[config.mk]
export PLATFORM = sky130hd
export DESIGN_NAME = status_event_reporting
export DESIGN_NICKNAME = d
export VERILOG_FILES = /design/src/hw/status_event_reporting_pkg.sv /design/src/hw/scpi_event_group.sv /design/src/hw/status_event_reporting.sv
export VERILOG_INCLUDE_DIRS = /design/src /design/src/hw
export SDC_FILE = /design/constraint.sdc
export NUM_CORES = 1
export LEC_CHECK = 0
export ABC_CLOCK_PERIOD_IN_PS = 2700
export BUFFER_PORTS_ARGS = -buffer_cell sky130_fd_sc_hd__buf_4
export CAP_MARGIN = 20
export CORE_ASPECT_RATIO = 0.7
export CORE_UTILIZATION = 60
export CTS_CLUSTER_DIAMETER = 40
export CTS_CLUSTER_SIZE = 12
export DETAILED_ROUTE_END_ITERATION = 8
export PLACE_DENSITY = 0.93
export RECOVER_POWER = 25
export SYNTH_ARGS = -nofsm -noshare
export SYNTH_HDL_FRONTEND = slang
export SYNTH_SLANG_ARGS = --single-unit
[constraint.sdc]
create_clock -name CLK -period 2.7 [get_ports CLK]
set_input_delay 0.405 -clock CLK [delete_from_list [all_inputs] [get_ports CLK]]
set_output_delay 0.405 -clock CLK [all_outputs]
set_load 0.005 [all_outputs]
[src/hw/status_event_reporting_consts.svh]
`ifndef STATUS_EVENT_REPORTING_CONSTS_SVH
`define STATUS_EVENT_REPORTING_CONSTS_SVH
// ---------------------------------------------
// standard event bit positions
// ---------------------------------------------
`define SEB_POWER_ON 7
`define SEB_MODBUS_ERR 6
`define SEB_CMD_ERR 5
`define SEB_EXEC_ERR 4
`define SEB_CONFIG_BAD 3
`define SEB_QUERY_ERR 2
// only bits 2..7 may ever be set; bits 1 and 0 stay zero
`define SEB_WRITABLE_MASK 8'hfc
// ---------------------------------------------
// questionable condition positions
// ---------------------------------------------
`define QB_CRC_ERR 12
`define QB_TIMEOUT 13
// exception response type field, low bits of the questionable register
`define QB_EXC_LSB 0
`define QB_EXC_WIDTH 8
// ---------------------------------------------
// status byte positions
// ---------------------------------------------
`define SB_QUES_SUM 3
`define SB_MAV 4
`define SB_ESB 5
`define SB_OPER_SUM 7
// ---------------------------------------------
// reset values
// ---------------------------------------------
`define SEB_RESET 8'h80
`define MBERR_RESET 16'h0000
`endif

[src/hw/status_event_reporting_pkg.sv]
package status_event_reporting_pkg;
   typedef logic [7:0] byte_t;
   typedef logic [15:0] word_t;
   // status command codes
   typedef enum logic [3:0] {
      CMD_NONE,
      CMD_CLS,
      CMD_RST,
      CMD_ESR_QUERY,
      CMD_ESE_WRITE,
      CMD_ESE_QUERY,
      CMD_MBERR_QUERY,
      CMD_QUES_EVENT_QUERY,
      CMD_QUES_PTR_WRITE,
      CMD_QUES_NTR_WRITE,
      CMD_QUES_ENAB_WRITE,
      CMD_OPER_EVENT_QUERY,
      CMD_OPER_PTR_WRITE,
      CMD_OPER_NTR_WRITE,
      CMD_OPER_ENAB_WRITE,
      CMD_SRE_WRITE
   } status_cmd_e;
endpackage

[src/hw/scpi_event_group.sv]
`timescale 1ns/1ps
`include "status_event_reporting_consts.svh"
// one condition/transition/event/enable group with a summary output
module scpi_event_group (
   input wire logic CLK,
   input wire logic RST,
   input wire status_event_reporting_pkg::word_t COND,
   input wire status_event_reporting_pkg::word_t PTR_IN,
   input wire logic PTR_WE,
   input wire status_event_reporting_pkg::word_t NTR_IN,
   input wire logic NTR_WE,
   input wire status_event_reporting_pkg::word_t ENAB_IN,
   input wire logic ENAB_WE,
   input wire logic EVENT_CLR,
   output logic [15:0] EVENT,
   output logic SUMMARY
);
   import status_event_reporting_pkg::*;
   // ---------------------------------------------
   // state
   // ---------------------------------------------
   typedef struct packed {
      word_t cond_q; // previous condition sample
      word_t ptr;    // positive transition filter
      word_t ntr;    // negative transition filter
      word_t enab;   // summary enable
      word_t evt;    // latched events
      logic sum;     // summary bit
   } grp_s;
   grp_s st_ff;
   grp_s nxt_st;
   word_t hits;
   // ---------------------------------------------
   // next state
   // ---------------------------------------------
   always_comb begin
      nxt_st = st_ff;
      nxt_st.cond_q = COND;
      // rising edges through ptr, falling through ntr; both gives every change
      hits = (COND & ~st_ff.cond_q & st_ff.ptr) | (~COND & st_ff.cond_q & st_ff.ntr);
      if (PTR_WE) begin
         nxt_st.ptr = PTR_IN;
      end
      if (NTR_WE) begin
         nxt_st.ntr = NTR_IN;
      end
      if (ENAB_WE) begin
         nxt_st.enab = ENAB_IN;
      end
      // held until read/clear; a new hit in the clear cycle still wins
      nxt_st.evt = (EVENT_CLR ? 16'h0000 : st_ff.evt) | hits;
      nxt_st.sum = |(nxt_st.evt & nxt_st.enab);
   end
   // ---------------------------------------------
   // registers
   // ---------------------------------------------
   always_ff @(posedge CLK) begin
      if (RST) begin
         st_ff <= '0;
      end else begin
         st_ff <= nxt_st;
      end
   end
   assign EVENT = st_ff.evt;
   assign SUMMARY = st_ff.sum;

   a_grp_rise: assert property (@(posedge CLK) disable iff (RST)
      (!$past(RST) && COND[0] && !st_ff.cond_q[0] && st_ff.ptr[0]) |=> st_ff.evt[0])
      else $error("rising enabled condition did not set event");
   a_grp_hold: assert property (@(posedge CLK) disable iff (RST)
      (st_ff.evt[1] && !EVENT_CLR) |=> st_ff.evt[1])
      else $error("event bit dropped without clear");
endmodule

[src/hw/status_event_reporting.sv]
`timescale 1ns/1ps
`include "status_event_reporting_consts.svh"
// Overview of operation
// power-on event bit set after power-up
// nonzero modbus error sets event bit 6
// bad command or range sets bit 5
// unexecutable valid command sets bit 4
// corrupt config sets bit 3 until date write
// unread or missing response sets bit 2
// bits 1 and 0 always zero
// event query returns then clears; clear-status clears
// enable mask written by client, read back
// modbus error register holds latest code
// error query clears register and bit 6
// clear-status and reset leave error register
// client enables 64 and 32 for modbus requests
// questionable holds crc, exception, timeout conditions
// crc in bit 12, timeout in bit 13
// positive filter catches rising condition
// both filters catch every change
// questionable events cleared by read or clear-status
// only enabled questionable events form summary
// client clears questionable events after each request
// operation group filters alarms and local/remote
// status bit 4 while output queue unread
// event bits held until read or cleared
// summary is OR of events and enables
// service request on enabled status bit
// reset zeros everything except power-on bit
module status_event_reporting (
   input wire logic CLK,
   input wire logic RST,
   input wire status_event_reporting_pkg::status_cmd_e CMD,
   input wire status_event_reporting_pkg::word_t CMD_DATA,
   input wire logic CMD_ERR_EVT,
   input wire logic EXEC_ERR_EVT,
   input wire logic CONFIG_BAD_EVT,
   input wire logic CONFIG_DATE_WRITE,
   input wire logic QUERY_ERR_EVT,
   input wire logic MBERR_LOAD,
   input wire status_event_reporting_pkg::word_t MBERR_CODE,
   input wire logic CRC_ERR_PIN,
   input wire logic TIMEOUT_PIN,
   input wire status_event_reporting_pkg::byte_t EXC_TYPE_PIN,
   input wire logic [3:0] ALARM_PIN,
   input wire logic REMOTE_PIN,
   input wire logic QUEUE_HAS_DATA,
   output logic [15:0] READ_DATA,
   output logic READ_VALID,
   output logic [7:0] STATUS_BYTE,
   output logic SERVICE_REQ,
   output logic [7:0] ESE_MASK
);
   import status_event_reporting_pkg::*;
   // ---------------------------------------------
   // state
   // ---------------------------------------------
   typedef struct packed {
      logic [1:0] pin_a;      // first synchroniser stage, crc/timeout
      logic [1:0] pin_b;      // second stage
      byte_t exc_a;           // exception type, first stage
      byte_t exc_b;           // second stage
      logic [4:0] op_a;       // alarms + remote, first stage
      logic [4:0] op_b;       // second stage
      byte_t seb;             // standard event bits
      logic cfg_hold;         // config corruption persists until date write
      byte_t ese;             // standard event enable
      byte_t sre;             // service request enable
      word_t mberr;           // last modbus error code
      word_t rdata;           // query response
      logic rvalid;           // response strobe
      byte_t stb;             // status byte
      logic srq;              // service request level
   } top_s;
   top_s st_ff;
   top_s nxt_st;
   // ---------------------------------------------
   // group control decode
   // ---------------------------------------------
   word_t ques_cond;
   word_t oper_cond;
   word_t ques_evt;
   word_t oper_evt;
   logic ques_sum;
   logic oper_sum;
   logic cls;
   logic ques_clr;
   logic oper_clr;

   // question: is command c this cycle
   function automatic logic is_cmd(input status_cmd_e cur, input status_cmd_e c);
      return cur == c;
   endfunction

   assign cls = is_cmd(CMD, CMD_CLS);
   assign ques_clr = cls | is_cmd(CMD, CMD_QUES_EVENT_QUERY);
   assign oper_clr = cls | is_cmd(CMD, CMD_OPER_EVENT_QUERY);

   // condition words built from synchronised pins only
   always_comb begin
      ques_cond = 16'h0000;
      ques_cond[`QB_CRC_ERR] = st_ff.pin_b[0];
      ques_cond[`QB_TIMEOUT] = st_ff.pin_b[1];
      ques_cond[`QB_EXC_LSB +: `QB_EXC_WIDTH] = st_ff.exc_b;
      oper_cond = {11'h000, st_ff.op_b}; // alarms bits 0..3, remote bit 4
   end

   // ---------------------------------------------
   // questionable and operation groups
   // ---------------------------------------------
   scpi_event_group u_ques (
      .CLK(CLK),
      .RST(RST),
      .COND(ques_cond),
      .PTR_IN(CMD_DATA),
      .PTR_WE(is_cmd(CMD, CMD_QUES_PTR_WRITE)),
      .NTR_IN(CMD_DATA),
      .NTR_WE(is_cmd(CMD, CMD_QUES_NTR_WRITE)),
      .ENAB_IN(CMD_DATA),
      .ENAB_WE(is_cmd(CMD, CMD_QUES_ENAB_WRITE)),
      .EVENT_CLR(ques_clr),
      .EVENT(ques_evt),
      .SUMMARY(ques_sum)
   );
   scpi_event_group u_oper (
      .CLK(CLK),
      .RST(RST),
      .COND(oper_cond),
      .PTR_IN(CMD_DATA),
      .PTR_WE(is_cmd(CMD, CMD_OPER_PTR_WRITE)),
      .NTR_IN(CMD_DATA),
      .NTR_WE(is_cmd(CMD, CMD_OPER_NTR_WRITE)),
      .ENAB_IN(CMD_DATA),
      .ENAB_WE(is_cmd(CMD, CMD_OPER_ENAB_WRITE)),
      .EVENT_CLR(oper_clr),
      .EVENT(oper_evt),
      .SUMMARY(oper_sum)
   );

   // ---------------------------------------------
   // next state
   // ---------------------------------------------
   always_comb begin
      byte_t sets; // events raised this cycle
      logic esb;
      nxt_st = st_ff;
      sets = 8'h00;
      esb = 1'b0;
      // two-flop synchronisers for pin inputs
      nxt_st.pin_a = {TIMEOUT_PIN, CRC_ERR_PIN};
      nxt_st.pin_b = st_ff.pin_a;
      nxt_st.exc_a = EXC_TYPE_PIN;
      nxt_st.exc_b = st_ff.exc_a;
      nxt_st.op_a = {REMOTE_PIN, ALARM_PIN};
      nxt_st.op_b = st_ff.op_a;
      nxt_st.rvalid = 1'b0;
      // modbus error register; untouched by clear-status and reset commands
      if (is_cmd(CMD, CMD_MBERR_QUERY)) begin
         nxt_st.mberr = 16'h0000;
      end
      if (MBERR_LOAD) begin
         nxt_st.mberr = MBERR_CODE;
      end
      // config corruption flag survives everything but the date write and RST
      if (CONFIG_DATE_WRITE) begin
         nxt_st.cfg_hold = 1'b0;
      end
      if (CONFIG_BAD_EVT) begin
         nxt_st.cfg_hold = 1'b1;
      end
      // event sources
      sets[`SEB_MODBUS_ERR] = MBERR_LOAD && (MBERR_CODE != 16'h0000);
      sets[`SEB_CMD_ERR] = CMD_ERR_EVT;
      sets[`SEB_EXEC_ERR] = EXEC_ERR_EVT;
      sets[`SEB_CONFIG_BAD] = nxt_st.cfg_hold;
      sets[`SEB_QUERY_ERR] = QUERY_ERR_EVT;
      // clears first, so a same-cycle set wins
      if (cls || is_cmd(CMD, CMD_ESR_QUERY)) begin
         nxt_st.seb = 8'h00;
      end
      if (is_cmd(CMD, CMD_MBERR_QUERY)) begin
         nxt_st.seb[`SEB_MODBUS_ERR] = 1'b0;
      end
      // only the date write retires the corruption bit; a new corruption still wins
      if (CONFIG_DATE_WRITE) begin
         nxt_st.seb[`SEB_CONFIG_BAD] = 1'b0;
      end
      nxt_st.seb = (nxt_st.seb | sets) & `SEB_WRITABLE_MASK;
      // command handling
      case (CMD)
         CMD_ESE_WRITE: begin
            nxt_st.ese = CMD_DATA[7:0];
         end
         CMD_SRE_WRITE: begin
            nxt_st.sre = CMD_DATA[7:0];
         end
         CMD_ESR_QUERY: begin
            // value returned before the clear takes effect
            nxt_st.rdata = {8'h00, st_ff.seb};
            nxt_st.rvalid = 1'b1;
         end
         CMD_ESE_QUERY: begin
            nxt_st.rdata = {8'h00, st_ff.ese};
            nxt_st.rvalid = 1'b1;
         end
         CMD_MBERR_QUERY: begin
            nxt_st.rdata = st_ff.mberr;
            nxt_st.rvalid = 1'b1;
         end
         CMD_QUES_EVENT_QUERY: begin
            nxt_st.rdata = ques_evt;
            nxt_st.rvalid = 1'b1;
         end
         CMD_OPER_EVENT_QUERY: begin
            nxt_st.rdata = oper_evt;
            nxt_st.rvalid = 1'b1;
         end
         default: begin
            // writes to groups and clears handled elsewhere
         end
      endcase
      // status byte built from summaries and the queue flag
      esb = |(st_ff.seb & st_ff.ese);
      nxt_st.stb = 8'h00;
      nxt_st.stb[`SB_QUES_SUM] = ques_sum;
      nxt_st.stb[`SB_MAV] = QUEUE_HAS_DATA;
      nxt_st.stb[`SB_ESB] = esb;
      nxt_st.stb[`SB_OPER_SUM] = oper_sum;
      // service request level; follows the enabled status byte bits one cycle later, not latched
      nxt_st.srq = |(st_ff.stb & st_ff.sre);
   end

   // ---------------------------------------------
   // registers
   // ---------------------------------------------
   always_ff @(posedge CLK) begin
      if (RST) begin
         st_ff <= '0;
         st_ff.seb <= `SEB_RESET;
         st_ff.mberr <= `MBERR_RESET;
      end else begin
         st_ff <= nxt_st;
      end
   end

   assign READ_DATA = st_ff.rdata;
   assign READ_VALID = st_ff.rvalid;
   assign STATUS_BYTE = st_ff.stb;
   assign SERVICE_REQ = st_ff.srq;
   assign ESE_MASK = st_ff.ese;

   // ---------------------------------------------
   // checks
   // ---------------------------------------------
   a_power_on_bit: assert property (@(posedge CLK) $fell(RST) |-> st_ff.seb[7])
      else $error("power-on bit not set after reset");
   a_mberr_sets_bit: assert property (@(posedge CLK) disable iff (RST)
      (MBERR_LOAD && MBERR_CODE != 16'h0000) |=> st_ff.seb[6])
      else $error("modbus error did not set bit 6");
   a_cmd_err_bit: assert property (@(posedge CLK) disable iff (RST)
      CMD_ERR_EVT |=> st_ff.seb[5])
      else $error("command error not recorded");
   a_exec_err_bit: assert property (@(posedge CLK) disable iff (RST)
      EXEC_ERR_EVT |=> st_ff.seb[4])
      else $error("execution error not recorded");
   a_low_bits_zero: assert property (@(posedge CLK) disable iff (RST)
      st_ff.seb[1:0] == 2'b00)
      else $error("unused event bits set");
   a_esr_read_clear: assert property (@(posedge CLK) disable iff (RST)
      (CMD == CMD_ESR_QUERY && !CMD_ERR_EVT && !EXEC_ERR_EVT && !QUERY_ERR_EVT
       && !MBERR_LOAD && !st_ff.cfg_hold && !CONFIG_BAD_EVT)
      |=> (READ_VALID && READ_DATA[7:0] == $past(st_ff.seb) && st_ff.seb == 8'h00))
      else $error("event query did not return and clear");
   a_mberr_keep: assert property (@(posedge CLK) disable iff (RST)
      ((CMD == CMD_CLS || CMD == CMD_RST) && !MBERR_LOAD) |=> $stable(st_ff.mberr))
      else $error("modbus error register changed on clear");
   a_mav_follow: assert property (@(posedge CLK) disable iff (RST)
      QUEUE_HAS_DATA |=> STATUS_BYTE[4])
      else $error("queue bit not shown");
   a_srq_follow: assert property (@(posedge CLK) disable iff (RST)
      |(STATUS_BYTE & st_ff.sre) |=> SERVICE_REQ)
      else $error("service request missing");
   // query error pulse lands in bit 2
   a_query_err_bit: assert property (@(posedge CLK) disable iff (RST)
      QUERY_ERR_EVT |=> st_ff.seb[2])
      else $error("query error not recorded");
   // corruption bit comes back after every event query while held
   a_cfg_bad_hold: assert property (@(posedge CLK) disable iff (RST)
      (st_ff.cfg_hold && !CONFIG_DATE_WRITE) |=> st_ff.seb[3])
      else $error("config corruption bit lost");
   // date write alone retires it
   a_cfg_date_clear: assert property (@(posedge CLK) disable iff (RST)
      (CONFIG_DATE_WRITE && !CONFIG_BAD_EVT) |=> !st_ff.seb[3])
      else $error("config corruption bit not cleared");
   // error query answers the old code, then empties register and bit 6
   a_mberr_query_clr: assert property (@(posedge CLK) disable iff (RST)
      (CMD == CMD_MBERR_QUERY && !MBERR_LOAD)
      |=> (READ_DATA == $past(st_ff.mberr) && st_ff.mberr == 16'h0000 && !st_ff.seb[6]))
      else $error("modbus error query did not return and clear");
   // mask write lands in the low byte only
   a_ese_write: assert property (@(posedge CLK) disable iff (RST)
      CMD == CMD_ESE_WRITE |=> {8'h00, ESE_MASK} == ($past(CMD_DATA) & 16'h00ff))
      else $error("enable mask not stored");
   // enabled standard events reach the status byte one edge later
   a_esb_follow: assert property (@(posedge CLK) disable iff (RST)
      |(st_ff.seb & st_ff.ese) |=> STATUS_BYTE[5])
      else $error("event summary bit missing");
   // questionable summary forwarded
   a_ques_sum_follow: assert property (@(posedge CLK) disable iff (RST)
      ques_sum |=> STATUS_BYTE[3])
      else $error("questionable summary bit missing");
   // operation summary forwarded
   a_oper_sum_follow: assert property (@(posedge CLK) disable iff (RST)
      oper_sum |=> STATUS_BYTE[7])
      else $error("operation summary bit missing");
endmodule

==> results.ini, run 1 <==
[timing]
worstMarginPinSlew_ps = 1222
hold_viol = 0
relSlewSlack = 0.1855
tns_ps = 0
rsz0062_at_grt = false
fin_crit_ps = 2057
clock_skew_ps = 7.333
setup-violations-final = 0
fmax_ghz = 0.4862
whs_ps = 186.4
maxSlewViolCount = 0
layout_worst_path_cycle_share = 0.7617

[floorplanning]
fp-row-count = 33
die-height_um = 95.48
start_util = 0.6277
core_area_mm2 = 0.01193
die_area_mm2 = 0.01294
die_w_um = 135.5
ios = 94

[cells_and_area]
layout_common_cells = 198 x dfxtp_1, 98 x nand2_1, 90 x nor2_1, 90 x buf_4, 80 x a21oi_1
fillerInstances = 838
seqCellArea_mm2 = 0.003964
areaGrowthSynthToFinish_pct = 14.33
diodes = 0
final_common_cell = dfxtp_1
layout-drive-gt1-share = 0.1510
nNetsFinal = 909
fin_util = 0.7176
multi_input_area_mm2 = 0.003039

[cts]
cts_resized = 0
cts_buffer_depth = 2
cts_root_buffer = clkbuf_16
numCtsBuffers = 17
worstSkewPairLatency_ps = 420
cts_hold_buf = 0
post_cts_buffers = 0
cts_sinks = 198
clkTransAtPathRegs_ps = 70
cts_tree = done
h-tree-depth = 4

[grt]
grt_pass1_vias = 5311
overflow = 0
grt_pass1_wl_mm = 27.66
grt_max_degree = 61
grt_use_total = 0.2842
antenna_found_initial = 0

[power_and_ir_drop]
leakage_nw = 3.392
ir_drop_mv = 0.5192
power_density_mw_per_mm2 = 702.5

[route]
routed-via-count = 5897
ant_nets = 0
drt-pass1-iter-count = 7
drcViolationCount = 0
routed_wl_mm = 17.79
drt_iter0_drc = 516
viasPerCell = 5.793
drt-wirelength-per-cell_um = 17.48

[logic_synthesis]
synth.distinct_cells = 39
synth-seq-area-share = 0.5292
postSynthAreaPerCell_um2 = 9.247
synth_cells = 810
syn-cell-area_mm2 = 0.007490
yosysWarnings = 0
synth-seq-cells = 198

[setup_path]
cp_cell_sequence = clkbuf_2 -> clkbuf_2 -> nor2_1
worstPathMaxFanout = 60
worstRegToRegCells = 6
cp_top_family = buffers and inverters
r2r-start = u_oper.EVENT[10]$_SDFF_PP0_
cp_num_buf_inv = 2
worst-r2r-setup-slack_ps = 1230
reg2reg_to = u_oper.SUMMARY$_SDFF_PP0_
cp.required_ps = 2960
crit_path_frequent_cell = clkbuf_2
critPathMaxStageDelay_ps = 880
startpoint_type = primary input
critPathArrivalTime_ps = 2320
critPathCaptureType = flip-flop
crit_type = in2reg
slowest_stage = clkbuf_2

[run_status]
status = completed

[worst_hold_path]
hp-start = EXC_TYPE_PIN[4]
min_to = nxt_st[81]$_SDFF_PP0_
hold_class = in2reg
worstHoldPathCells = 2

[place]
gp_congestion = 0.9072
dp_hpwl_mm = 11.98
port_buffers = 89

[flow_run]
maxCapViolCount = 0

[metal layers]
| layer | up-vias | global-route usage | part of all wire | wire length, µm |
|---|---|---|---|---|
| met4 | 0 | 0.09176 | 0.022 | 393 |
| met1 | 2767 | 0.3811 | 0.43 | 7576 |
| met3 | 38 | 0.08719 | 0.11 | 1901 |
| li1 | 2781 | - | - | - |
| met5 | - | 0 | 0 | 0 |
| met2 | 311 | 0.4371 | 0.45 | 7919 |
[cells in the mapped netlist]
cell / count / area [µm²]
inv_1: 12 / 45.04
nand2b_4: 1 / 13.76
nand2_1: 98 / 367.9
mux2i_1: 52 / 520.5
buf_2: 10 / 50.05
o21ai_1: 1 / 5.000
nor4_1: 4 / 25.02
nand4_1: 2 / 12.51
nor2_1: 91 / 341.6
a21o_1: 1 / 7.510
nor2_8: 1 / 20.02
nor3b_1: 16 / 120.1
clkbuf_1: 29 / 108.9
o2111ai_1: 1 / 8.760
buf_6: 3 / 33.78
nand3b_1: 18 / 135.1
nor2b_1: 52 / 325.3
nand3_1: 2 / 10.01
and3_1: 1 / 6.260
a22oi_1: 13 / 97.59
nand2b_1: 8 / 50.05
a222oi_1: 8 / 80.08
a31o_2: 1 / 8.760
and2_1: 17 / 106.4
nand4b_4: 1 / 23.77
a31oi_1: 4 / 25.02
xnor2_1: 2 / 17.52
o22ai_1: 12 / 75.07
a21oi_1: 80 / 400.4
dfxtp_1: 198 / 3964
conb_1: 1 / 3.750
o31ai_1: 2 / 15.01
nor3_1: 2 / 10.01
or2_2: 1 / 6.260
buf_4: 35 / 262.8
o22a_1: 1 / 8.760
o21ai_0: 21 / 105.1
nor3_2: 2 / 20.02
a221oi_1: 6 / 52.55
[logic make-up (layout without fill, tap and decap cells)]
group / Yosys count / after routing / synth area share
other cells: 1 / 4 / 0.0005007
mux: 52 / 52 / 0.06950
xor+xnor: 2 / 2 / 0.002339
simple gates: 317 / 317 / 0.2128
compound gates: 151 / 151 / 0.1188
buf+inv: 89 / 137 / 0.06682
flops: 198 / 198 / 0.5292
[state kept, by name, summed over array words and instances (netlist names), 4 cells and up]
name          count
u_oper.st_ff     31
u_ques.EVENT     16
READ_DATA        16
u_oper.EVENT     16
nxt_st           15
oper_cond         5
ESE_MASK          8
ques_cond        10
st_ff            27
u_ques.st_ff     46
STATUS_BYTE       4
[worst max path at each step]
stage	start	to	slack, ps	cells past startpoint
finish	RST	u_oper.st_ff[23]$_SDFF_PP0_	640	3
global route	RST	u_oper.st_ff[23]$_SDFF_PP0_	450	3
CTS	CMD[2]	READ_DATA[1]$_SDFFE_PP0P_	950	5
detailed placement	CMD[2]	READ_DATA[1]$_SDFFE_PP0P_	570	5
global placement	CMD[2]	READ_DATA[1]$_SDFFE_PP0P_	630	5
floorplan	CMD[2]	u_ques.SUMMARY$_SDFF_PP0_	930	8
[power breakdown]
group	leakage [nW]	switching (mW)	internal, mW
registers	1.61	0.0439	3.00
logic	1.49	0.210	0.153
clock network	0.294	1.06	1.55
[final cells by class]
type | instances | share of cell area
flip-flops and latches | 198 | 0.4629
multi-input cells | 526 | 0.3549
clock buffers | 19 | 0.05056
well taps | 157 | 0.02294
repair buffers | 94 | 0.08285
clock inverters | 12 | 0.02060
inverters | 12 | 0.005260
[through the flow]
stage	cells	cell area, µm²	setup WS [ps]	total power, mW
global route	1018	8563	452.7	6.213
floorplan	813	7501	928.7	3.319
detailed placement	986	7968	566.6	3.461
finish	1018	8563	643.3	6.016
global placement	986	7968	626.0	3.450
CTS	1017	8577	947.1	6.037
Power figures use the tool's default switching activity.
==> run 2: changes to the inputs <==
--- a/config.mk
+++ b/config.mk
@@ -6,15 +6,16 @@
 export SDC_FILE = /design/constraint.sdc
 export NUM_CORES = 1
 export LEC_CHECK = 0
-export ABC_CLOCK_PERIOD_IN_PS = 2700
+export ABC_AREA = 1
+export ABC_CLOCK_PERIOD_IN_PS = 1900
 export BUFFER_PORTS_ARGS = -buffer_cell sky130_fd_sc_hd__buf_4
 export CAP_MARGIN = 20
 export CORE_ASPECT_RATIO = 0.7
-export CORE_UTILIZATION = 60
+export CORE_UTILIZATION = 58
 export CTS_CLUSTER_DIAMETER = 40
 export CTS_CLUSTER_SIZE = 12
 export DETAILED_ROUTE_END_ITERATION = 8
-export PLACE_DENSITY = 0.93
+export PLACE_DENSITY = 0.91
 export RECOVER_POWER = 25
 export SYNTH_ARGS = -nofsm -noshare
 export SYNTH_HDL_FRONTEND = slang
==> constraint.sdc (replaced) <==
create_clock -name CLK -period 1.9 [get_ports CLK]
set_input_delay 0.285 -clock CLK [delete_from_list [all_inputs] [get_ports CLK]]
set_output_delay 0.285 -clock CLK [all_outputs]
set_load 0.005 [all_outputs]
==> run 2 against run 1 <==
Effect of this change: critical path depth up 7; die area up 7.7%; non-clock buffer count up 17; register-to-register slack worse by 870 ps; critical endpoint is now u_oper.SUMMARY$_SDFF_PP0_; largest power group unchanged; highest routed layer unchanged.
==> results.ini, run 2 <==
[timing]
fin_crit_ps = 1540
hold_viol = 0
relSlewSlack = 0.3353
clock_skew_ps = 5.314
maxSlewViolCount = 0
setup_ws_ps = 359.7
rsz0062_at_grt = false
fmax_ghz = 0.6492
setup-violations-final = 0
whs_ps = 45.14
tns_ps = 0
layout_worst_path_cycle_share = 0.8107
worstMarginPinSlew_ps = 997.0

[place]
post-place-ws_ps = 59.28
port_buffers = 89
dpl_cell_area_mm2 = 0.008413
dp_hpwl_mm = 13.73
gp_congestion = 0.9082

[setup_path]
worstRegToRegCells = 10
reg2reg_to = u_oper.SUMMARY$_SDFF_PP0_
critPathCaptureType = flip-flop
critPathArrivalTime_ps = 1810
cp-startpoint = oper_cond[4]$_SDFF_PP0_
startpoint_type = flip-flop
cp.required_ps = 2170
worst-r2r-setup-slack_ps = 360
crit_type = reg2reg
r2r-start = oper_cond[4]$_SDFF_PP0_
critical_path.endpoint = u_oper.SUMMARY$_SDFF_PP0_
worstPathMaxFanout = 2

[power_and_ir_drop]
intPower_mw = 6.579
power_density_mw_per_mm2 = 959.2
p_sw_mw = 2.042
ir_drop_mv = 0.6342
leakage_nw = 3.957
pwr-share-comb = 0.066
pwr-share-seq = 0.504
p_sw_frac = 0.2369
power.share.clock = 0.429

[cts]
cts_root_buffer = clkbuf_16
cts_buffer_depth = 2
cts_tree = done
post_cts_buffers = 0
worstSkewPairLatency_ps = 440
cts_hold_buf = 0
clkTransAtPathRegs_ps = 70
cts_resized = 0
numCtsBuffers = 17
cts_sinks = 198
h-tree-depth = 4

[cells_and_area]
largest_register_ffs = 46
design_area_mm2 = 0.008989
multi_input_area_mm2 = 0.002903
reg.largest.list = u_ques.st_ff (46), u_oper.st_ff (31), st_ff (27)
diodes = 0
fillerInstances = 1020
areaGrowthSynthToFinish_pct = 15.17
layout_common_cells = 198 x dfxtp_1, 181 x nand2_1, 135 x nor2_1
seqCellArea_mm2 = 0.003964
final_common_cell = dfxtp_1
regMostFlops = u_ques.st_ff
layout-drive-gt1-share = 0.1423
nNetsFinal = 1144

[logic_synthesis]
async_flop_share = 0
synth.largest_area_cell = dfxtp_1
synth-seq-cells = 198
synth_cells = 1029
yosysWarnings = 0
synth_top_cell_area_share = 0.5079
synth-seq-area-share = 0.5079
synth_common_cells = 198 x dfxtp_1, 181 x nand2_1, 135 x nor2_1
synth.distinct_cells = 33
syn-cell-area_mm2 = 0.007805
synth_edf_count = 0
synthFlopType = dfxtp_1
synthTopCellsByArea = dfxtp_1 51%, nand2_1 8.7%, nor2_1 6.5%, a21oi_1 6.1%, inv_1 5.9%
synth.most_common_cell = dfxtp_1
postSynthAreaPerCell_um2 = 7.585

[grt]
antenna_found_initial = 0
grt_pass1_wl_mm = 32.03
grt_pass1_vias = 6508
overflow = 0
grt_use_total = 0.2962
grt_max_degree = 92

[floorplanning]
die_area_mm2 = 0.01393
fp-row-count = 35
ios = 94
die_w_um = 140.7
die-height_um = 99.06
core_area_mm2 = 0.01314
start_util = 0.5941

[route]
route.met3.wl_mm = 2.097
drt-wirelength-per-cell_um = 15.74
drcViolationCount = 0
ant_nets = 0
wl_met2_mm = 8.642
wl_met1_mm = 8.668
drt_iter0_drc = 747
drt-pass1-iter-count = 6
dr.max_layer_used = met4
routed_wl_mm = 19.86
routed-via-count = 7045
viasPerCell = 5.582

[worst_hold_path]
hp-start = EXC_TYPE_PIN[0]
hold_class = in2reg

[flow_run]
maxCapViolCount = 0

[run_status]
status = completed

run 2: cell types whose count changed after synthesis, moves of 17 or more:
cell / previous run / this run
nor2_1: 91 / 135
inv_1: 12 / 123
mux2i_1: 52 / 0
nand3_1: 2 / 60
and2_1: 17 / 0
o21ai_0: 21 / 63
nand2_1: 98 / 181
nor2b_1: 52 / 0
nand3b_1: 18 / 0
run 2: cells by family after synthesis:
family | Yosys count | synth area share
AO/OA/AOI/OAI | 213 | 0.1478
flip-flops | 198 | 0.5079
other | 1 | 0.0004805
buffers and inverters | 206 | 0.1217
AND/OR/NAND/NOR | 411 | 0.2222
run 2: layout make-up:
class                      instances  share of cell area
clock inverter                    13             0.01879
tap                              166             0.02311
sequential                       198              0.4410
timing repair buffer             111             0.09298
clock buffer                      18             0.04775
inverter                         128             0.05345
multi-input combinational        628              0.3229
run 2: power groups by stage:
stage / clock network [mW] / logic, mW / registers, mW
floorplan: 0 / 0.351 / 4.41
global placement: 0 / 0.548 / 4.43
detailed placement: 0 / 0.565 / 4.44
CTS: 3.72 / 0.571 / 4.34
global route: 3.91 / 0.629 / 4.36
finish: 3.70 / 0.573 / 4.35
run 2: worst max-delay path: stages (launching register included):
cell	delay, ps
dfxtp_1	320
inv_1	70
nor2_1	50
a21oi_1	310
nand2_1	120
nand2_1	90
nand2_1	50
nor2_1	90
nand2_1	90
nor2_1	110
nor2_1	70
run 2: through the flow:
| step | instances | util | total power, mW |
|---|---|---|---|
| detailed placement | 1231 | 0.6404 | 5.002 |
| floorplan | 1032 | - | 4.763 |
| global route | 1262 | 0.6842 | 8.895 |
| CTS | 1262 | 0.6859 | 8.632 |
| global placement | 1231 | 0.6404 | 4.981 |
| finish | 1262 | 0.6842 | 8.621 |
run 2: worst min-delay path by stage:
stage / to / slack, ps / cells past startpoint
after CTS: nxt_st[69]$_SDFF_PP0_ / 50 / 3
final: nxt_st[77]$_SDFF_PP0_ / 50 / 3
after detailed placement: oper_cond[0]$_SDFF_PP0_ / 400 / 2
after global placement: oper_cond[0]$_SDFF_PP0_ / 390 / 2
after floorplan: STATUS_BYTE[3]$_SDFF_PP0_ / 390 / 2
after global routing: nxt_st[77]$_SDFF_PP0_ / 40 / 3
run 2: routing by layer:
| layer | global-route usage | vias to the layer above |
|---|---|---|
| li1 | - | 3362 |
| met1 | 0.4074 | 3261 |
| met2 | 0.4466 | 374 |
| met3 | 0.08017 | 48 |
| met4 | 0.1087 | 0 |
| met5 | 0 | - |
==> run 3: changes to the inputs <==
--- a/config.mk
+++ b/config.mk
@@ -7,7 +7,7 @@
 export NUM_CORES = 1
 export LEC_CHECK = 0
 export ABC_AREA = 1
-export ABC_CLOCK_PERIOD_IN_PS = 1900
+export ABC_CLOCK_PERIOD_IN_PS = 1500
 export BUFFER_PORTS_ARGS = -buffer_cell sky130_fd_sc_hd__buf_4
 export CAP_MARGIN = 20
 export CORE_ASPECT_RATIO = 0.7
==> constraint.sdc (replaced) <==
create_clock -name CLK -period 1.5 [get_ports CLK]
set_input_delay 0.225 -clock CLK [delete_from_list [all_inputs] [get_ports CLK]]
set_output_delay 0.225 -clock CLK [all_outputs]
set_load 0.005 [all_outputs]
==> run 3 against run 2 <==
Effect of this change: sequential share of layout area fell by 2.2 points; clock skew rose by 1.6 ps; utilization rose by 3.6 points; largest cell class unchanged.
==> results.ini, run 3 (synthesis results as in run 2) <==
[route]
drt-pass1-iter-count = 6
viasPerCell = 5.556
drcViolationCount = 0
drt_iter0_drc = 813
drt-wirelength-per-cell_um = 16.00
ant_nets = 0
routed-via-count = 7284
routed_wl_mm = 20.98

[flow_run]
maxCapViolCount = 0

[setup_path]
startpoint_type = flip-flop
critPathArrivalTime_ps = 1700
cp.required_ps = 1810
r2r-start = oper_cond[4]$_SDFF_PP0_
worstPathMaxFanout = 2
critPathCaptureType = flip-flop
worst-r2r-setup-slack_ps = 100
reg2reg_to = u_oper.SUMMARY$_SDFF_PP0_
worstRegToRegCells = 10
crit_type = reg2reg

[worst_hold_path]
hp-start = REMOTE_PIN
worstHoldPathCells = 3
hold_class = in2reg
min_to = nxt_st[71]$_SDFF_PP0_

[place]
dpl_cell_area_mm2 = 0.008703
post-place-ws_ps = -214.4
gp_congestion = 0.9067
port_buffers = 89
dp_hpwl_mm = 14.22

[grt]
grt_pass1_vias = 6773
grt_use_total = 0.3139
antenna_found_initial = 1
grt_max_degree = 45
grt_pass1_wl_mm = 33.71
overflow = 0

[floorplanning]
die_area_mm2 = 0.01393
ios = 94
die-height_um = 99.06
core_area_mm2 = 0.01314
start_util = 0.5941
fp-row-count = 35
die_w_um = 140.7

[cts]
cts_root_buffer = clkbuf_16
h-tree-depth = 4
cts_tree = done
cts_buffer_depth = 2
numCtsBuffers = 17
worstSkewPairLatency_ps = 430
cts_sinks = 198
clkTransAtPathRegs_ps = 70

[timing]
setup_ws_ps = 103.9
layout_worst_path_cycle_share = 0.9308
worstMarginPinSlew_ps = 813.9
setup-violations-final = 0
maxSlewViolCount = 0
fmax_ghz = 0.7163
rsz0062_at_grt = false
hold_viol = 0
relSlewSlack = 0.4574
clock_skew_ps = 6.956
fin_crit_ps = 1396

[cells_and_area]
layout-drive-gt1-share = 0.1694
nNetsFinal = 1192
areaGrowthSynthToFinish_pct = 21.19
reg.largest.list = u_ques.st_ff (46), u_oper.st_ff (31), st_ff (27)
regMostFlops = u_ques.st_ff
largest_register_ffs = 46
fin_util = 0.7200
layout_common_cells = 198 x dfxtp_1, 181 x nand2_1, 134 x nor2_1
final_common_cell = dfxtp_1
design_area_mm2 = 0.009459
diodes = 0

[power_and_ir_drop]
power_density_mw_per_mm2 = 1164
ir_drop_mv = 0.8585
power.total_mw = 11.01
leakage_nw = 4.205

[run_status]
status = completed

run 3: how the worst max path moves through the flow:
stage	startpoint	end	cells past startpoint
2_1_floorplan	CMD[2]	u_ques.SUMMARY$_SDFF_PP0_	12
3_3_place_gp	CMD[3]	u_ques.SUMMARY$_SDFF_PP0_	12
3_5_place_dp	CMD[3]	u_ques.SUMMARY$_SDFF_PP0_	12
4_1_cts	oper_cond[1]$_SDFF_PP0_	u_oper.SUMMARY$_SDFF_PP0_	10
5_1_grt	ques_cond[3]$_SDFF_PP0_	u_ques.SUMMARY$_SDFF_PP0_	10
6_report	oper_cond[4]$_SDFF_PP0_	u_oper.SUMMARY$_SDFF_PP0_	10
run 3: critical path: stages (launching register included):
cell     delay [ps]
dfxtp_1         320
inv_1            80
nor2_1           50
a21oi_1         260
nand2_1         140
nand2_1          90
nand2_1          50
nor2_1           80
nand2_1          70
nor2_1           90
nor2_1           40
run 3: where the power goes:
group / leakage (nW) / switching, mW / total (mW) / internal, mW
Combinational: 2.30 / 0.481 / 0.833 / 0.352
Sequential: 1.61 / 0.0944 / 5.51 / 5.41
Clock: 0.296 / 2.12 / 4.67 / 2.55
Total: 4.20 / 2.69 / 11.0 / 8.32
run 3: metal layers:
metal	routed length, µm	track usage	vias up
li1	-	-	3452
met1	8758	0.4364	3334
met2	9429	0.4830	447
met3	2331	0.06706	51
met4	459	0.1129	0
met5	0	0	-
run 3: through the flow:
stage / std cells / TNS, ps / hold slack, ps
detailed placement: 1263 / -1064 / 395.2
CTS: 1310 / 0 / 0.3595
global placement: 1263 / -499.9 / 389.0
floorplan: 1032 / 0 / 332.0
global route: 1311 / 0 / 24.22
finish: 1311 / 0 / 14.17
run 3: area by class of cell:
type                            instances  area (µm²)
Clock inverter                         14       165.2
Tap cell                              166       207.7
Multi-Input combinational cell        628        2913
Clock buffer                           18       439.2
Fill cell                             947        3679
Timing Repair Buffer                  159        1290
Inverter                              128       480.5
Sequential cell                       198        3964
run 3: what timing repair did:
item,4_1_cts,5_1_grt
endpoints found under the setup margin,0,1
hold endpoints to repair,15,1
gates resized for setup,0,3
setup buffers,0,0
hold buffers,15,1
